**src/design/gpio_ports_pkg.sv**
```systemverilog
// Purpose: constants and carriers for the five-port parallel i/o block
// Assumes: byte-wide register port, addresses as in the port map
// Notes: offsets are register addresses on the plain register port
package gpio_ports_pkg;
  localparam int ADDR_W = 6;
  localparam int DATA_W = 8;
  localparam int P2_W = 3;
  localparam logic [ADDR_W-1:0] ADDR_P0_LATCH = 6'h00;
  localparam logic [ADDR_W-1:0] ADDR_P1_LATCH = 6'h01;
  localparam logic [ADDR_W-1:0] ADDR_P2_LATCH = 6'h02;
  localparam logic [ADDR_W-1:0] ADDR_P3_LATCH = 6'h03;
  localparam logic [ADDR_W-1:0] ADDR_P4_LATCH = 6'h04;
  localparam logic [ADDR_W-1:0] ADDR_P0_DRV = 6'h08;
  localparam logic [ADDR_W-1:0] ADDR_P1_DIR = 6'h09;
  localparam logic [ADDR_W-1:0] ADDR_P4_DRV = 6'h0A;
  localparam logic [ADDR_W-1:0] ADDR_P0_PIN = 6'h0B;
  localparam logic [ADDR_W-1:0] ADDR_P2_PIN = 6'h0C;
  localparam logic [ADDR_W-1:0] ADDR_P3_PIN = 6'h0D;
  localparam logic [ADDR_W-1:0] ADDR_P4_PIN = 6'h0E;
  localparam logic [DATA_W-1:0] RST_ONES = 8'hFF;
  localparam logic [DATA_W-1:0] RST_ZERO = 8'h00;
  localparam logic [P2_W-1:0] RST_P2_ONES = 3'h7;
  localparam logic [DATA_W-1:0] P2_UNUSED_READ = 8'h00;
  localparam int P2_STOP_BIT = 0;
  localparam int P2_XIN_BIT = 1;
  localparam int P2_XOUT_BIT = 2;

  // pin drive of a port: output value and output enable
  typedef struct packed {
    logic [DATA_W-1:0] out;
    logic [DATA_W-1:0] oe;
  } port_drive_type;

  // register port request
  typedef struct packed {
    logic wr;
    logic rd;
    logic [ADDR_W-1:0] addr;
    logic [DATA_W-1:0] wdata;
  } reg_req_type;
endpackage : gpio_ports_pkg

```
**src/design/multi_port_parallel_io.sv**
```systemverilog
// Purpose: output latches, driver control and pin read paths of ports 0 to 4
// Assumes: pins are asynchronous and pass two flip-flops before use
// Notes: reads answer one cycle after the read strobe
// Notes on behaviour
// reset sets port 0 latches to one, driver selects to zero
// port 0 driver select: zero open drain, one push-pull
// software sets port 0 latch to one before clearing driver select for inputs
// software keeps port 0 latch one while pin is input or function
// ports 0,2,3,4 read latch and live pins at separate addresses
// port 1 direction bit: zero input, one output driven by latch
// reset clears port 1 directions and latches
// software sets port 1 latch then direction before timer output
// port 1 read returns latch for output-mode bits
// port 1 read returns pins for input bits; read-modify-write copies them
// port 2 has three bits; upper read bits undefined
// reset sets port 2 latches to one
// dual-clock mode gives port 2 bits 1,2 to the crystal
// falling edge of port 2 bit 0 output sets external interrupt latch
// stop mode floats port 2 bit 0 as stop release input
// reset sets port 3 latches to one
// reset sets port 4 latches to one, driver selects to zero
// port 4 driver select: zero open drain, one push-pull
// software sets port 4 latch to one before clearing driver select
// open-drain pin is released while its latch is one
//
// The address-and-strobe port was left to the implementer.
`timescale 1ns/1ps
module multi_port_parallel_io (
  input wire logic i_clk,
  input wire logic i_rst_n,
  input wire logic [gpio_ports_pkg::ADDR_W-1:0] i_addr,
  input wire logic [gpio_ports_pkg::DATA_W-1:0] i_wdata,
  input wire logic i_wr,
  input wire logic i_rd,
  output logic [gpio_ports_pkg::DATA_W-1:0] o_rdata,
  input wire logic i_global_output_enable,
  input wire logic i_dual_clock_mode,
  input wire logic i_stop_mode,
  input wire logic [gpio_ports_pkg::DATA_W-1:0] i_port0_pin,
  input wire logic [gpio_ports_pkg::DATA_W-1:0] i_port1_pin,
  input wire logic [gpio_ports_pkg::P2_W-1:0] i_port2_pin,
  input wire logic [gpio_ports_pkg::DATA_W-1:0] i_port3_pin,
  input wire logic [gpio_ports_pkg::DATA_W-1:0] i_port4_pin,
  output logic [gpio_ports_pkg::DATA_W-1:0] o_port0_out,
  output logic [gpio_ports_pkg::DATA_W-1:0] o_port0_oe,
  output logic [gpio_ports_pkg::DATA_W-1:0] o_port1_out,
  output logic [gpio_ports_pkg::DATA_W-1:0] o_port1_oe,
  output logic [gpio_ports_pkg::P2_W-1:0] o_port2_out,
  output logic [gpio_ports_pkg::P2_W-1:0] o_port2_oe,
  output logic [gpio_ports_pkg::DATA_W-1:0] o_port3_out,
  output logic [gpio_ports_pkg::DATA_W-1:0] o_port3_oe,
  output logic [gpio_ports_pkg::DATA_W-1:0] o_port4_out,
  output logic [gpio_ports_pkg::DATA_W-1:0] o_port4_oe,
  output logic o_ext_int_edge,
  output logic o_stop_release,
  output logic o_crystal_select
);
  import gpio_ports_pkg::*;

  logic rst_sync1_q;
  logic rst_sync2_q;
  logic rst_n;
  reg_req_type req;
  logic [DATA_W-1:0] port0_output_latch_q;
  logic [DATA_W-1:0] port0_driver_select_q;
  logic [DATA_W-1:0] port1_output_latch_q;
  logic [DATA_W-1:0] port1_direction_q;
  logic [P2_W-1:0] port2_output_latch_q;
  logic [DATA_W-1:0] port3_output_latch_q;
  logic [DATA_W-1:0] port4_output_latch_q;
  logic [DATA_W-1:0] port4_driver_select_q;
  logic [DATA_W-1:0] p0_meta_q;
  logic [DATA_W-1:0] port0_pin_state_q;
  logic [DATA_W-1:0] p1_meta_q;
  logic [DATA_W-1:0] p1_sync_q;
  logic [P2_W-1:0] p2_meta_q;
  logic [P2_W-1:0] port2_pin_state_q;
  logic [DATA_W-1:0] p3_meta_q;
  logic [DATA_W-1:0] port3_pin_state_q;
  logic [DATA_W-1:0] p4_meta_q;
  logic [DATA_W-1:0] port4_pin_state_q;
  logic p20_out_prev_q;
  logic ext_int_q;
  logic [DATA_W-1:0] rdata_d;
  logic [DATA_W-1:0] rdata_q;
  logic [DATA_W-1:0] enable_all;
  logic [DATA_W-1:0] port1_read;
  logic p20_drive_d;
  port_drive_type p0_drive;
  port_drive_type p4_drive;
  logic p0_latch_we;
  logic p0_drv_we;
  logic p1_latch_we;
  logic p1_dir_we;
  logic p2_latch_we;
  logic p3_latch_we;
  logic p4_latch_we;
  logic p4_drv_we;
  logic [DATA_W-1:0] port2_latch_read;
  logic [DATA_W-1:0] port2_pin_read;

  // reset release through two flip-flops
  always_ff @(posedge i_clk or negedge i_rst_n) begin
    if (!i_rst_n) begin
      rst_sync1_q <= 1'b0;
      rst_sync2_q <= 1'b0;
    end else begin
      rst_sync1_q <= 1'b1;
      rst_sync2_q <= rst_sync1_q;
    end
  end
  assign rst_n = rst_sync2_q;

  assign req.wr = i_wr;
  assign req.rd = i_rd;
  assign req.addr = i_addr;
  assign req.wdata = i_wdata;

  // write decode, one enable per register
  assign p0_latch_we = req.wr && (req.addr == ADDR_P0_LATCH);
  assign p0_drv_we = req.wr && (req.addr == ADDR_P0_DRV);
  assign p1_latch_we = req.wr && (req.addr == ADDR_P1_LATCH);
  assign p1_dir_we = req.wr && (req.addr == ADDR_P1_DIR);
  assign p2_latch_we = req.wr && (req.addr == ADDR_P2_LATCH);
  assign p3_latch_we = req.wr && (req.addr == ADDR_P3_LATCH);
  assign p4_latch_we = req.wr && (req.addr == ADDR_P4_LATCH);
  assign p4_drv_we = req.wr && (req.addr == ADDR_P4_DRV);

  // pin synchronisers, one flip-flop pair per port
  always_ff @(posedge i_clk or negedge rst_n) begin
    if (!rst_n) begin
      p0_meta_q <= RST_ZERO;
      port0_pin_state_q <= RST_ZERO;
    end else begin
      p0_meta_q <= i_port0_pin;
      port0_pin_state_q <= p0_meta_q;
    end
  end

  always_ff @(posedge i_clk or negedge rst_n) begin
    if (!rst_n) begin
      p1_meta_q <= RST_ZERO;
      p1_sync_q <= RST_ZERO;
    end else begin
      p1_meta_q <= i_port1_pin;
      p1_sync_q <= p1_meta_q;
    end
  end

  always_ff @(posedge i_clk or negedge rst_n) begin
    if (!rst_n) begin
      p2_meta_q <= '0;
      port2_pin_state_q <= '0;
    end else begin
      p2_meta_q <= i_port2_pin;
      port2_pin_state_q <= p2_meta_q;
    end
  end

  always_ff @(posedge i_clk or negedge rst_n) begin
    if (!rst_n) begin
      p3_meta_q <= RST_ZERO;
      port3_pin_state_q <= RST_ZERO;
    end else begin
      p3_meta_q <= i_port3_pin;
      port3_pin_state_q <= p3_meta_q;
    end
  end

  always_ff @(posedge i_clk or negedge rst_n) begin
    if (!rst_n) begin
      p4_meta_q <= RST_ZERO;
      port4_pin_state_q <= RST_ZERO;
    end else begin
      p4_meta_q <= i_port4_pin;
      port4_pin_state_q <= p4_meta_q;
    end
  end

  // port 0 output latch
  always_ff @(posedge i_clk or negedge rst_n) begin
    if (!rst_n) begin
      port0_output_latch_q <= RST_ONES;
    end else if (p0_latch_we) begin
      port0_output_latch_q <= req.wdata;
    end
  end

  // port 0 driver select
  always_ff @(posedge i_clk or negedge rst_n) begin
    if (!rst_n) begin
      port0_driver_select_q <= RST_ZERO;
    end else if (p0_drv_we) begin
      port0_driver_select_q <= req.wdata;
    end
  end

  // port 1 output latch
  always_ff @(posedge i_clk or negedge rst_n) begin
    if (!rst_n) begin
      port1_output_latch_q <= RST_ZERO;
    end else if (p1_latch_we) begin
      port1_output_latch_q <= req.wdata;
    end
  end

  // port 1 direction
  always_ff @(posedge i_clk or negedge rst_n) begin
    if (!rst_n) begin
      port1_direction_q <= RST_ZERO;
    end else if (p1_dir_we) begin
      port1_direction_q <= req.wdata;
    end
  end

  // port 2 output latch, three bits only
  always_ff @(posedge i_clk or negedge rst_n) begin
    if (!rst_n) begin
      port2_output_latch_q <= RST_P2_ONES;
    end else if (p2_latch_we) begin
      port2_output_latch_q <= req.wdata[P2_W-1:0];
    end
  end

  // port 3 output latch
  always_ff @(posedge i_clk or negedge rst_n) begin
    if (!rst_n) begin
      port3_output_latch_q <= RST_ONES;
    end else if (p3_latch_we) begin
      port3_output_latch_q <= req.wdata;
    end
  end

  // port 4 output latch
  always_ff @(posedge i_clk or negedge rst_n) begin
    if (!rst_n) begin
      port4_output_latch_q <= RST_ONES;
    end else if (p4_latch_we) begin
      port4_output_latch_q <= req.wdata;
    end
  end

  // port 4 driver select
  always_ff @(posedge i_clk or negedge rst_n) begin
    if (!rst_n) begin
      port4_driver_select_q <= RST_ZERO;
    end else if (p4_drv_we) begin
      port4_driver_select_q <= req.wdata;
    end
  end

  // output drivers
  assign enable_all = {DATA_W{i_global_output_enable}};

  pin_driver #(.W(DATA_W)) u_port0_drv (
    .i_latch(port0_output_latch_q),
    .i_drv_sel(port0_driver_select_q),
    .i_enable(enable_all),
    .o_drive(p0_drive)
  );
  pin_driver #(.W(DATA_W)) u_port4_drv (
    .i_latch(port4_output_latch_q),
    .i_drv_sel(port4_driver_select_q),
    .i_enable(enable_all),
    .o_drive(p4_drive)
  );

  assign o_port0_out = p0_drive.out;
  assign o_port0_oe = p0_drive.oe;
  assign o_port4_out = p4_drive.out;
  assign o_port4_oe = p4_drive.oe;

  assign o_port1_out = port1_output_latch_q;
  assign o_port1_oe = port1_direction_q & enable_all;

  // port 3 high-current sink port, released while latch is one
  assign o_port3_out = port3_output_latch_q;
  assign o_port3_oe = ~port3_output_latch_q & enable_all;

  // port 2 open-drain style bits with secondary functions
  assign o_crystal_select = i_dual_clock_mode;
  assign o_port2_out = port2_output_latch_q;
  assign o_port2_oe[P2_STOP_BIT] = p20_drive_d;
  assign o_port2_oe[P2_XIN_BIT] = ~i_dual_clock_mode & i_global_output_enable
    & ~port2_output_latch_q[P2_XIN_BIT];
  assign o_port2_oe[P2_XOUT_BIT] = ~i_dual_clock_mode & i_global_output_enable
    & ~port2_output_latch_q[P2_XOUT_BIT];
  assign p20_drive_d = ~i_stop_mode & i_global_output_enable
    & ~port2_output_latch_q[P2_STOP_BIT];
  assign o_stop_release = port2_pin_state_q[P2_STOP_BIT];

  // drive enable of bit 0, one cycle late
  always_ff @(posedge i_clk or negedge rst_n) begin
    if (!rst_n) begin
      p20_out_prev_q <= 1'b0;
    end else begin
      p20_out_prev_q <= p20_drive_d;
    end
  end

  // falling edge of driven bit 0 raises the interrupt edge pulse
  always_ff @(posedge i_clk or negedge rst_n) begin
    if (!rst_n) begin
      ext_int_q <= 1'b0;
    end else begin
      ext_int_q <= p20_drive_d & ~p20_out_prev_q;
    end
  end
  assign o_ext_int_edge = ext_int_q;

  // port 1 read mix: latch for outputs, pins for inputs
  assign port1_read = (port1_direction_q & port1_output_latch_q)
    | (~port1_direction_q & p1_sync_q);

  // port 2 reads, unused upper bits fixed
  assign port2_latch_read = {P2_UNUSED_READ[DATA_W-1:P2_W], port2_output_latch_q};
  assign port2_pin_read = {P2_UNUSED_READ[DATA_W-1:P2_W], port2_pin_state_q};

  // read mux
  always_comb begin
    rdata_d = RST_ZERO;
    case (req.addr)
      ADDR_P0_LATCH: rdata_d = port0_output_latch_q;
      ADDR_P1_LATCH: rdata_d = port1_read;
      ADDR_P2_LATCH: rdata_d = port2_latch_read;
      ADDR_P3_LATCH: rdata_d = port3_output_latch_q;
      ADDR_P4_LATCH: rdata_d = port4_output_latch_q;
      ADDR_P0_DRV: rdata_d = port0_driver_select_q;
      ADDR_P1_DIR: rdata_d = port1_direction_q;
      ADDR_P4_DRV: rdata_d = port4_driver_select_q;
      ADDR_P0_PIN: rdata_d = port0_pin_state_q;
      ADDR_P2_PIN: rdata_d = port2_pin_read;
      ADDR_P3_PIN: rdata_d = port3_pin_state_q;
      ADDR_P4_PIN: rdata_d = port4_pin_state_q;
      default: rdata_d = RST_ZERO;
    endcase
  end

  // read data stands one cycle after the strobe only
  always_ff @(posedge i_clk or negedge rst_n) begin
    if (!rst_n) begin
      rdata_q <= RST_ZERO;
    end else if (req.rd) begin
      rdata_q <= rdata_d;
    end else begin
      rdata_q <= RST_ZERO;
    end
  end
  assign o_rdata = rdata_q;
endmodule : multi_port_parallel_io

```
**src/design/pin_driver.sv**
```systemverilog
// Purpose: per-bit pin driver with open-drain or push-pull selection
// Assumes: drv_sel 0 is sink open drain, 1 is push-pull
// Notes: open drain only pulls low, released while latch is one
`timescale 1ns/1ps
module pin_driver #(
  parameter int W = 8
) (
  input wire logic [W-1:0] i_latch,
  input wire logic [W-1:0] i_drv_sel,
  input wire logic [W-1:0] i_enable,
  output gpio_ports_pkg::port_drive_type o_drive
);
  import gpio_ports_pkg::*;
  genvar g;
  generate
    for (g = 0; g < W; g++) begin : g_bit
      // push-pull drives both levels, open drain only sinks
      assign o_drive.out[g] = i_latch[g];
      assign o_drive.oe[g] = i_enable[g] & (i_drv_sel[g] | ~i_latch[g]);
    end
    for (g = W; g < DATA_W; g++) begin : g_pad
      assign o_drive.out[g] = 1'b0;
      assign o_drive.oe[g] = 1'b0;
    end
  endgenerate
endmodule : pin_driver

```
**config.mk**
```make
export PLATFORM = sky130hd
export DESIGN_NAME = multi_port_parallel_io
export DESIGN_NICKNAME = d
export VERILOG_FILES = /design/src/design/gpio_ports_pkg.sv /design/src/design/multi_port_parallel_io.sv /design/src/design/pin_driver.sv
export SDC_FILE = /design/constraint.sdc
export NUM_CORES = 1
export LEC_CHECK = 0
export BUFFER_PORTS_ARGS = -buffer_cell sky130_fd_sc_hd__buf_2
export CAP_MARGIN = 20
export CORE_MARGIN = 1
export CORE_UTILIZATION = 48
export DETAILED_ROUTE_END_ITERATION = 8
export PLACE_DENSITY = 0.76
export SLEW_MARGIN = 30
export SYNTH_ARGS = -nofsm -noshare
export SYNTH_HDL_FRONTEND = slang
export SYNTH_SLANG_ARGS = --single-unit
```
**constraint.sdc**
```tcl
create_clock -name i_clk -period 4.5 [get_ports i_clk]
set_clock_uncertainty 0.15 [all_clocks]
set_input_delay 0.225 -clock i_clk [delete_from_list [all_inputs] [get_ports i_clk]]
set_output_delay 0.225 -clock i_clk [all_outputs]
set_load 0.1 [all_outputs]
```
Word-level counts from Yosys, hierarchy flattened
Index checks and enable logic that the tools add are counted.
{"block": "word_totals", "mem_count": 0, "wordCells": 112, "rom_bits": 0, "ram_bits": 0, "latch_bits": 0, "reg_bits": 141, "out_inout_bits": 81}
{"block": "classes", "n_div": 0, "reduce_logical": 9, "n_lt_le_gt_ge": 0, "mux": 2, "n_shift": 0, "bitwise_logic": 67, "multipliers": 0, "n_eq_ne": 11, "addsub": 0}
{"cell": "case mux 8 bit (12 select lines)", "n": 1}
{"cell": "equality test 6 x 4 -> 1 bit (second input constant)", "n": 7}
{"cell": "bitwise AND 8 bit", "n": 4}
{"cell": "bitwise AND 1 bit", "n": 22}
{"cell": "NOT 1 bit", "n": 22}
{"cell": "NOT 8 bit", "n": 2}
{"cell": "bitwise OR 1 bit", "n": 16}
{"cell": "equality test 6 x 2 -> 1 bit (second input constant)", "n": 2}
{"cell": "logical AND 1 bit", "n": 8}
{"cell": "2-to-1 mux 8 bit", "n": 1}
{"cell": "bitwise OR 8 bit", "n": 1}
{"cell": "equality test 6 x 1 -> 1 bit (second input constant)", "n": 1}
{"cell": "equality test 6 x 3 -> 1 bit (second input constant)", "n": 1}
{"cell": "zero test 6 bit", "n": 1}

Logic depth before layout (Yosys ltp)
{"block": "logic_depth", "word_depth": 5, "depth_mapped": 7, "depth_no_buf": 4}

Cells and area by module
From an unflattened synthesis, not the netlist that was laid out.
{"block": "unflattened", "cells_unflattened": 412, "area_unflattened_um2": 5701.7}
{"mod": "multi_port_parallel_io", "cells_per_inst": 364, "area_per_inst_um2": 5401.4, "n_inst": 1}
{"mod": "pin_driver", "cells_per_inst": 24, "area_per_inst_um2": 150.1, "n_inst": 2}

Least setup slack after synthesis
Ideal clock, no wire load.
{"block": "synth_timing", "kind": "reg2out", "from": "register port4_output_latch_q[3]", "to": "output port o_port4_oe[3] (netlist bit)", "path_slack_ns": 1.330, "arrival_time_ns": 2.795, "path_stages_with_launch": 2, "path_buffers": 0, "t_required_ns": 4.125, "path_cell_list": "dfstp_2 -> a21boi_0"}
{"block": "synth_between", "elab_chain_len": 3}
{"item": "start, declared", "line": "multi_port_parallel_io.sv:70", "rtl": "logic [DATA_W-1:0] port4_output_latch_q;"}
{"item": "start signal, assigned", "line": "multi_port_parallel_io.sv:239", "rtl": "port4_output_latch_q <= req.wdata;"}
{"item": "NOT 1 bit", "line": "pin_driver.sv:19", "rtl": "assign o_drive.oe[g] = i_enable[g] & (i_drv_sel[g] | ~i_latch[g]);"}
{"item": "bitwise OR 1 bit", "line": "pin_driver.sv:19"}
{"item": "bitwise AND 1 bit", "line": "pin_driver.sv:19"}
{"item": "end, declared", "line": "multi_port_parallel_io.sv:53", "rtl": "output logic [gpio_ports_pkg::DATA_W-1:0] o_port4_oe,"}
Every way passes these cells.

Worst setup path after layout
{"block": "layout_timing", "from": "input port i_addr[1] (netlist bit)", "to": "register port4_driver_select_q[7]"}
{"block": "layout_between", "elab_chain_len": 2}
{"item": "start, declared", "line": "multi_port_parallel_io.sv:31", "rtl": "input wire logic [gpio_ports_pkg::ADDR_W-1:0] i_addr,"}
{"item": "equality test 6 x 4 -> 1 bit", "line": "multi_port_parallel_io.sv:127", "rtl": "assign p4_drv_we = req.wr && (req.addr == ADDR_P4_DRV);"}
{"item": "logical AND 1 bit", "line": "multi_port_parallel_io.sv:127"}
{"item": "end signal, assigned", "line": "multi_port_parallel_io.sv:248", "rtl": "port4_driver_select_q <= req.wdata;"}
{"item": "end, declared", "line": "multi_port_parallel_io.sv:71", "rtl": "logic [DATA_W-1:0] port4_driver_select_q;"}
Every way passes these cells.
A chain may end at the register's enable or synchronous reset.

==> impl_metrics.env <==
export IMPL_die_y_um=112
export IMPL_rr_worst_depth=4
export IMPL_clockRootBuffer="clkbuf_16"
export IMPL_startpoint_type="primary input"
export IMPL_clock_sinks=141
export IMPL_rsz0062_at_grt="false"
export IMPL_ys_seq_area_share_pct=61.4
export IMPL_ys_ff_latch=141
export IMPL_hold_violations=0
export IMPL_grt_usage_pct=24.3
export IMPL_routabilityCongestion=0.880
export IMPL_dieArea_sq_um=12500
export IMPL_max_cap_viol_count=0
export IMPL_hold_start="i_wdata[0]"
export IMPL_worst_ep_required_time_ps=4650
export IMPL_min_period_over_period_pct=46.6
export IMPL_start_util_pct=49.9
export IMPL_power_leakage_uw=0.00372
export IMPL_synth_nets=451
export IMPL_status="complete, but fails checks"
export IMPL_wl_per_cell_um=19.3
export IMPL_syn_mean_instance_area_sq_um=14.7
export IMPL_place_area_sq_um=6570
export IMPL_drive_gt1_share_pct=46.9
export IMPL_core_area_sq_um=11600
export IMPL_max_stage_delay_ps=850
export IMPL_post_route_min_period_ps=2100
export IMPL_finalInstanceArea_sq_um=7650
export IMPL_fmax_mhz=476
export IMPL_synth_cell_types=53
export IMPL_worstMarginPinSlew_ps=969
export IMPL_fin_setup_tns_ps=0
export IMPL_drc=9
export IMPL_setup_violations=0
export IMPL_hold_class="in -> reg"
export IMPL_n_antenna_cell=0
export IMPL_worstHoldPathCells=2
export IMPL_hold_end="o_port1_out[0]$_DFFE_PN0P_"
export IMPL_path_buf_inv=1
export IMPL_grt_max_degree=75
export IMPL_cts_made_buffers=17
export IMPL_synth_ff_type="dfrtp_1"
export IMPL_antenna_found_initial=0
export IMPL_die_x_um=112
export IMPL_slowest_stage="nor2b_1"
export IMPL_drtPass1Iterations=9
export IMPL_drt_wl_total_um=14200
export IMPL_crit_type="in -> reg"
export IMPL_portBuffers=136
export IMPL_cp_max_fo=25
export IMPL_ctsResizeCount=0
export IMPL_ant_nets=0
export IMPL_clock_latency_ps=410
export IMPL_synth_edf_count=0
export IMPL_yosys_warnings=0
export IMPL_grt_pass1_wl_um=22500
export IMPL_clk_path_buf_depth=2
export IMPL_r2r_setup_slack_ps=2840
export IMPL_cp_top_family="simple AND/OR/NAND/NOR gates"
export IMPL_drt_iter0_drc=232
export IMPL_fillerInstances=846
export IMPL_slew_violations=0
export IMPL_h_tree_depth=4
export IMPL_syn_inst=395
export IMPL_r2r_start="port1_direction_q[2]$_DFFE_PN0P_"
export IMPL_viasPerCell=5.37
export IMPL_worst_endpoint_arrival_ps=2250
export IMPL_async_flop_share_pct=100
export IMPL_power_density_nw_per_um2=509
export IMPL_rows=39
export IMPL_relSlewSlack_pct=35.3
export IMPL_path_cells="buf_2 > nor2b_1 > nand3_4 > mux2_4"
export IMPL_place_hpwl_um=9190
export IMPL_end_kind="flop"
export IMPL_synth_area_sq_um=5800
export IMPL_syn2layout_area_growth_pct=32.0
export IMPL_io_pin_count=137
export IMPL_vias=3936
export IMPL_failed_checks="DRC"
export IMPL_cts_tree="built"
export IMPL_grt_overflow_total=0
export IMPL_grt_pass1_vias=4078
export IMPL_worst_r2r_endpoint="o_rdata[2]$_DFF_PN0_"
export IMPL_irDropWorstVdd_v=0.000431
export IMPL_layout_nets=633
export IMPL_clkTransAtPathRegs_ps=60
-- worst max-delay path by stage --
stage,end,from,cells past startpoint,slack [ps]
2_1_floorplan,o_ext_int_edge$_DFF_PN0_,rst_n$_DFF_PN0_,0,180
3_3_place_gp,port4_driver_select_q[7]$_DFFE_PN0P_,i_addr[1],4,2070
3_5_place_dp,port4_driver_select_q[7]$_DFFE_PN0P_,i_addr[1],4,2000
4_1_cts,o_port2_out[2]$_DFFE_PN1P_,i_addr[1],4,2440
5_1_grt,o_port2_out[0]$_DFFE_PN1P_,i_addr[1],4,2280
6_report,port4_driver_select_q[7]$_DFFE_PN0P_,i_addr[1],4,2400
-- cell families after synthesis --
family	count (synthesis)	synth area share [%]
compound gates	64	8.14
fa+ha+maj	1	0.173
buf+inv	37	3.13
flops	141	61.4
mux	81	18.7
other cells	1	0.0647
simple gates	70	8.35
-- power by group --
| part | total (uW) | switching [uW] | leakage, uW | internal, uW |
|---|---|---|---|---|
| logic | 924 | 701 | 0.00173 | 223 |
| registers | 1500 | 98.6 | 0.00168 | 1400 |
| clock network | 1470 | 531 | 0.000307 | 938 |
| total | 3890 | 1330 | 0.00372 | 2560 |
-- final cells by class --
class | count | area [sq um] | share of cell area [%]
clock buffer | 21 | 480 | 6.28
clock inverter | 11 | 154 | 2.01
timing repair buffer | 183 | 1150 | 15.1
tap | 143 | 179 | 2.34
inverter | 17 | 63.8 | 0.834
multi-input combinational | 217 | 2050 | 26.9
sequential | 141 | 3570 | 46.6
-- what timing repair did --
item                      in CTS  in global routing
hold buffers                  43                  0
hold endpoints to repair      54                  0
buffers inserted               0                  0
-- stage by stage --
stage / hold WS [ps] / setup WS [ps] / power, uW / util (%) / instances
2_1_floorplan: -221 / 178 / 2250 / - / 395
3_3_place_gp: -138 / 2070 / 2390 / 56.5 / 657
3_5_place_dp: -138 / 2000 / 2410 / 56.5 / 657
4_1_cts: 6.66 / 2440 / 3910 / 65.7 / 732
5_1_grt: 25.3 / 2280 / 4010 / 65.9 / 733
6_report: 20.4 / 2400 / 3890 / 65.9 / 733
-- synth_stat cells (6+ instances only) --
library cell	count	area share, %
mux2_2	21	4.1
dfstp_2	27	12
inv_1	17	1.1
nand3_1	6	0.52
a31oi_1	9	0.97
o21ai_0	6	0.52
nor2b_1	11	1.2
a22oi_1	7	0.91
dfrtp_1	114	49
nand2_1	12	0.78
mux2_1	8	1.6
mux2_4	40	10
mux2i_1	9	1.6
and2_1	9	0.97
a21boi_0	16	2.1
buf_2	10	0.86
a22o_1	7	1.1
-- metal layers --
| layer | global-route usage (%) | vias to the layer above | share of wire [%] | wire, um |
|---|---|---|---|---|
| met2 | 38.5 | 183 | 49 | 6910 |
| met3 | 5.77 | 24 | 6.9 | 974 |
| met1 | 32.8 | 1959 | 43 | 6050 |
| met4 | 9.37 | 0 | 1.6 | 225 |
| li1 | - | 1770 | - | - |
| met5 | 0 | - | 0 | 0 |
-- flip-flops by register name, indices dropped and copies added, names as in the netlist --
| signal | flops |
|---|---|
| port3_pin_state_q | 8 |
| port1_direction_q | 8 |
| port4_output_latch_q | 8 |
| p0_meta_q | 8 |
| o_port3_out | 8 |
| o_port1_out | 8 |
| rst_n | 1 |
| p1_sync_q | 8 |
| port4_driver_select_q | 8 |
| rst_sync1_q | 1 |
| o_ext_int_edge | 1 |
| port0_output_latch_q | 8 |
| p20_out_prev_q | 1 |
| o_port2_out | 3 |
| p1_meta_q | 8 |
| p4_meta_q | 8 |
| port4_pin_state_q | 8 |
| port0_pin_state_q | 8 |
| p2_meta_q | 3 |
| port0_driver_select_q | 8 |
| p3_meta_q | 8 |
| port2_pin_state_q | 3 |
| o_rdata | 8 |
-- layout by cell type (no fill, tap or decap), drive strengths merged, types with 11 or more instances in the layout --
cell | synthesis | routed
mux2 | 69 | 69
a21boi | 16 | 16
clkbuf | 4 | 21
inv | 17 | 21
buf | 16 | 140
nand2 | 15 | 15
dlygate4sd3 | 0 | 43
dfstp | 27 | 27
nor2b | 11 | 11
dfrtp | 114 | 114
-- worst reg2reg max path, delay by kind of cell (launching register included) --
family / cells / cell delay [ps]
and+or+nand+nor: 1 / 470
DFF: 1 / 400
AOI/OAI and AO/OA: 3 / 520
Power figures use the tool's default switching activity.
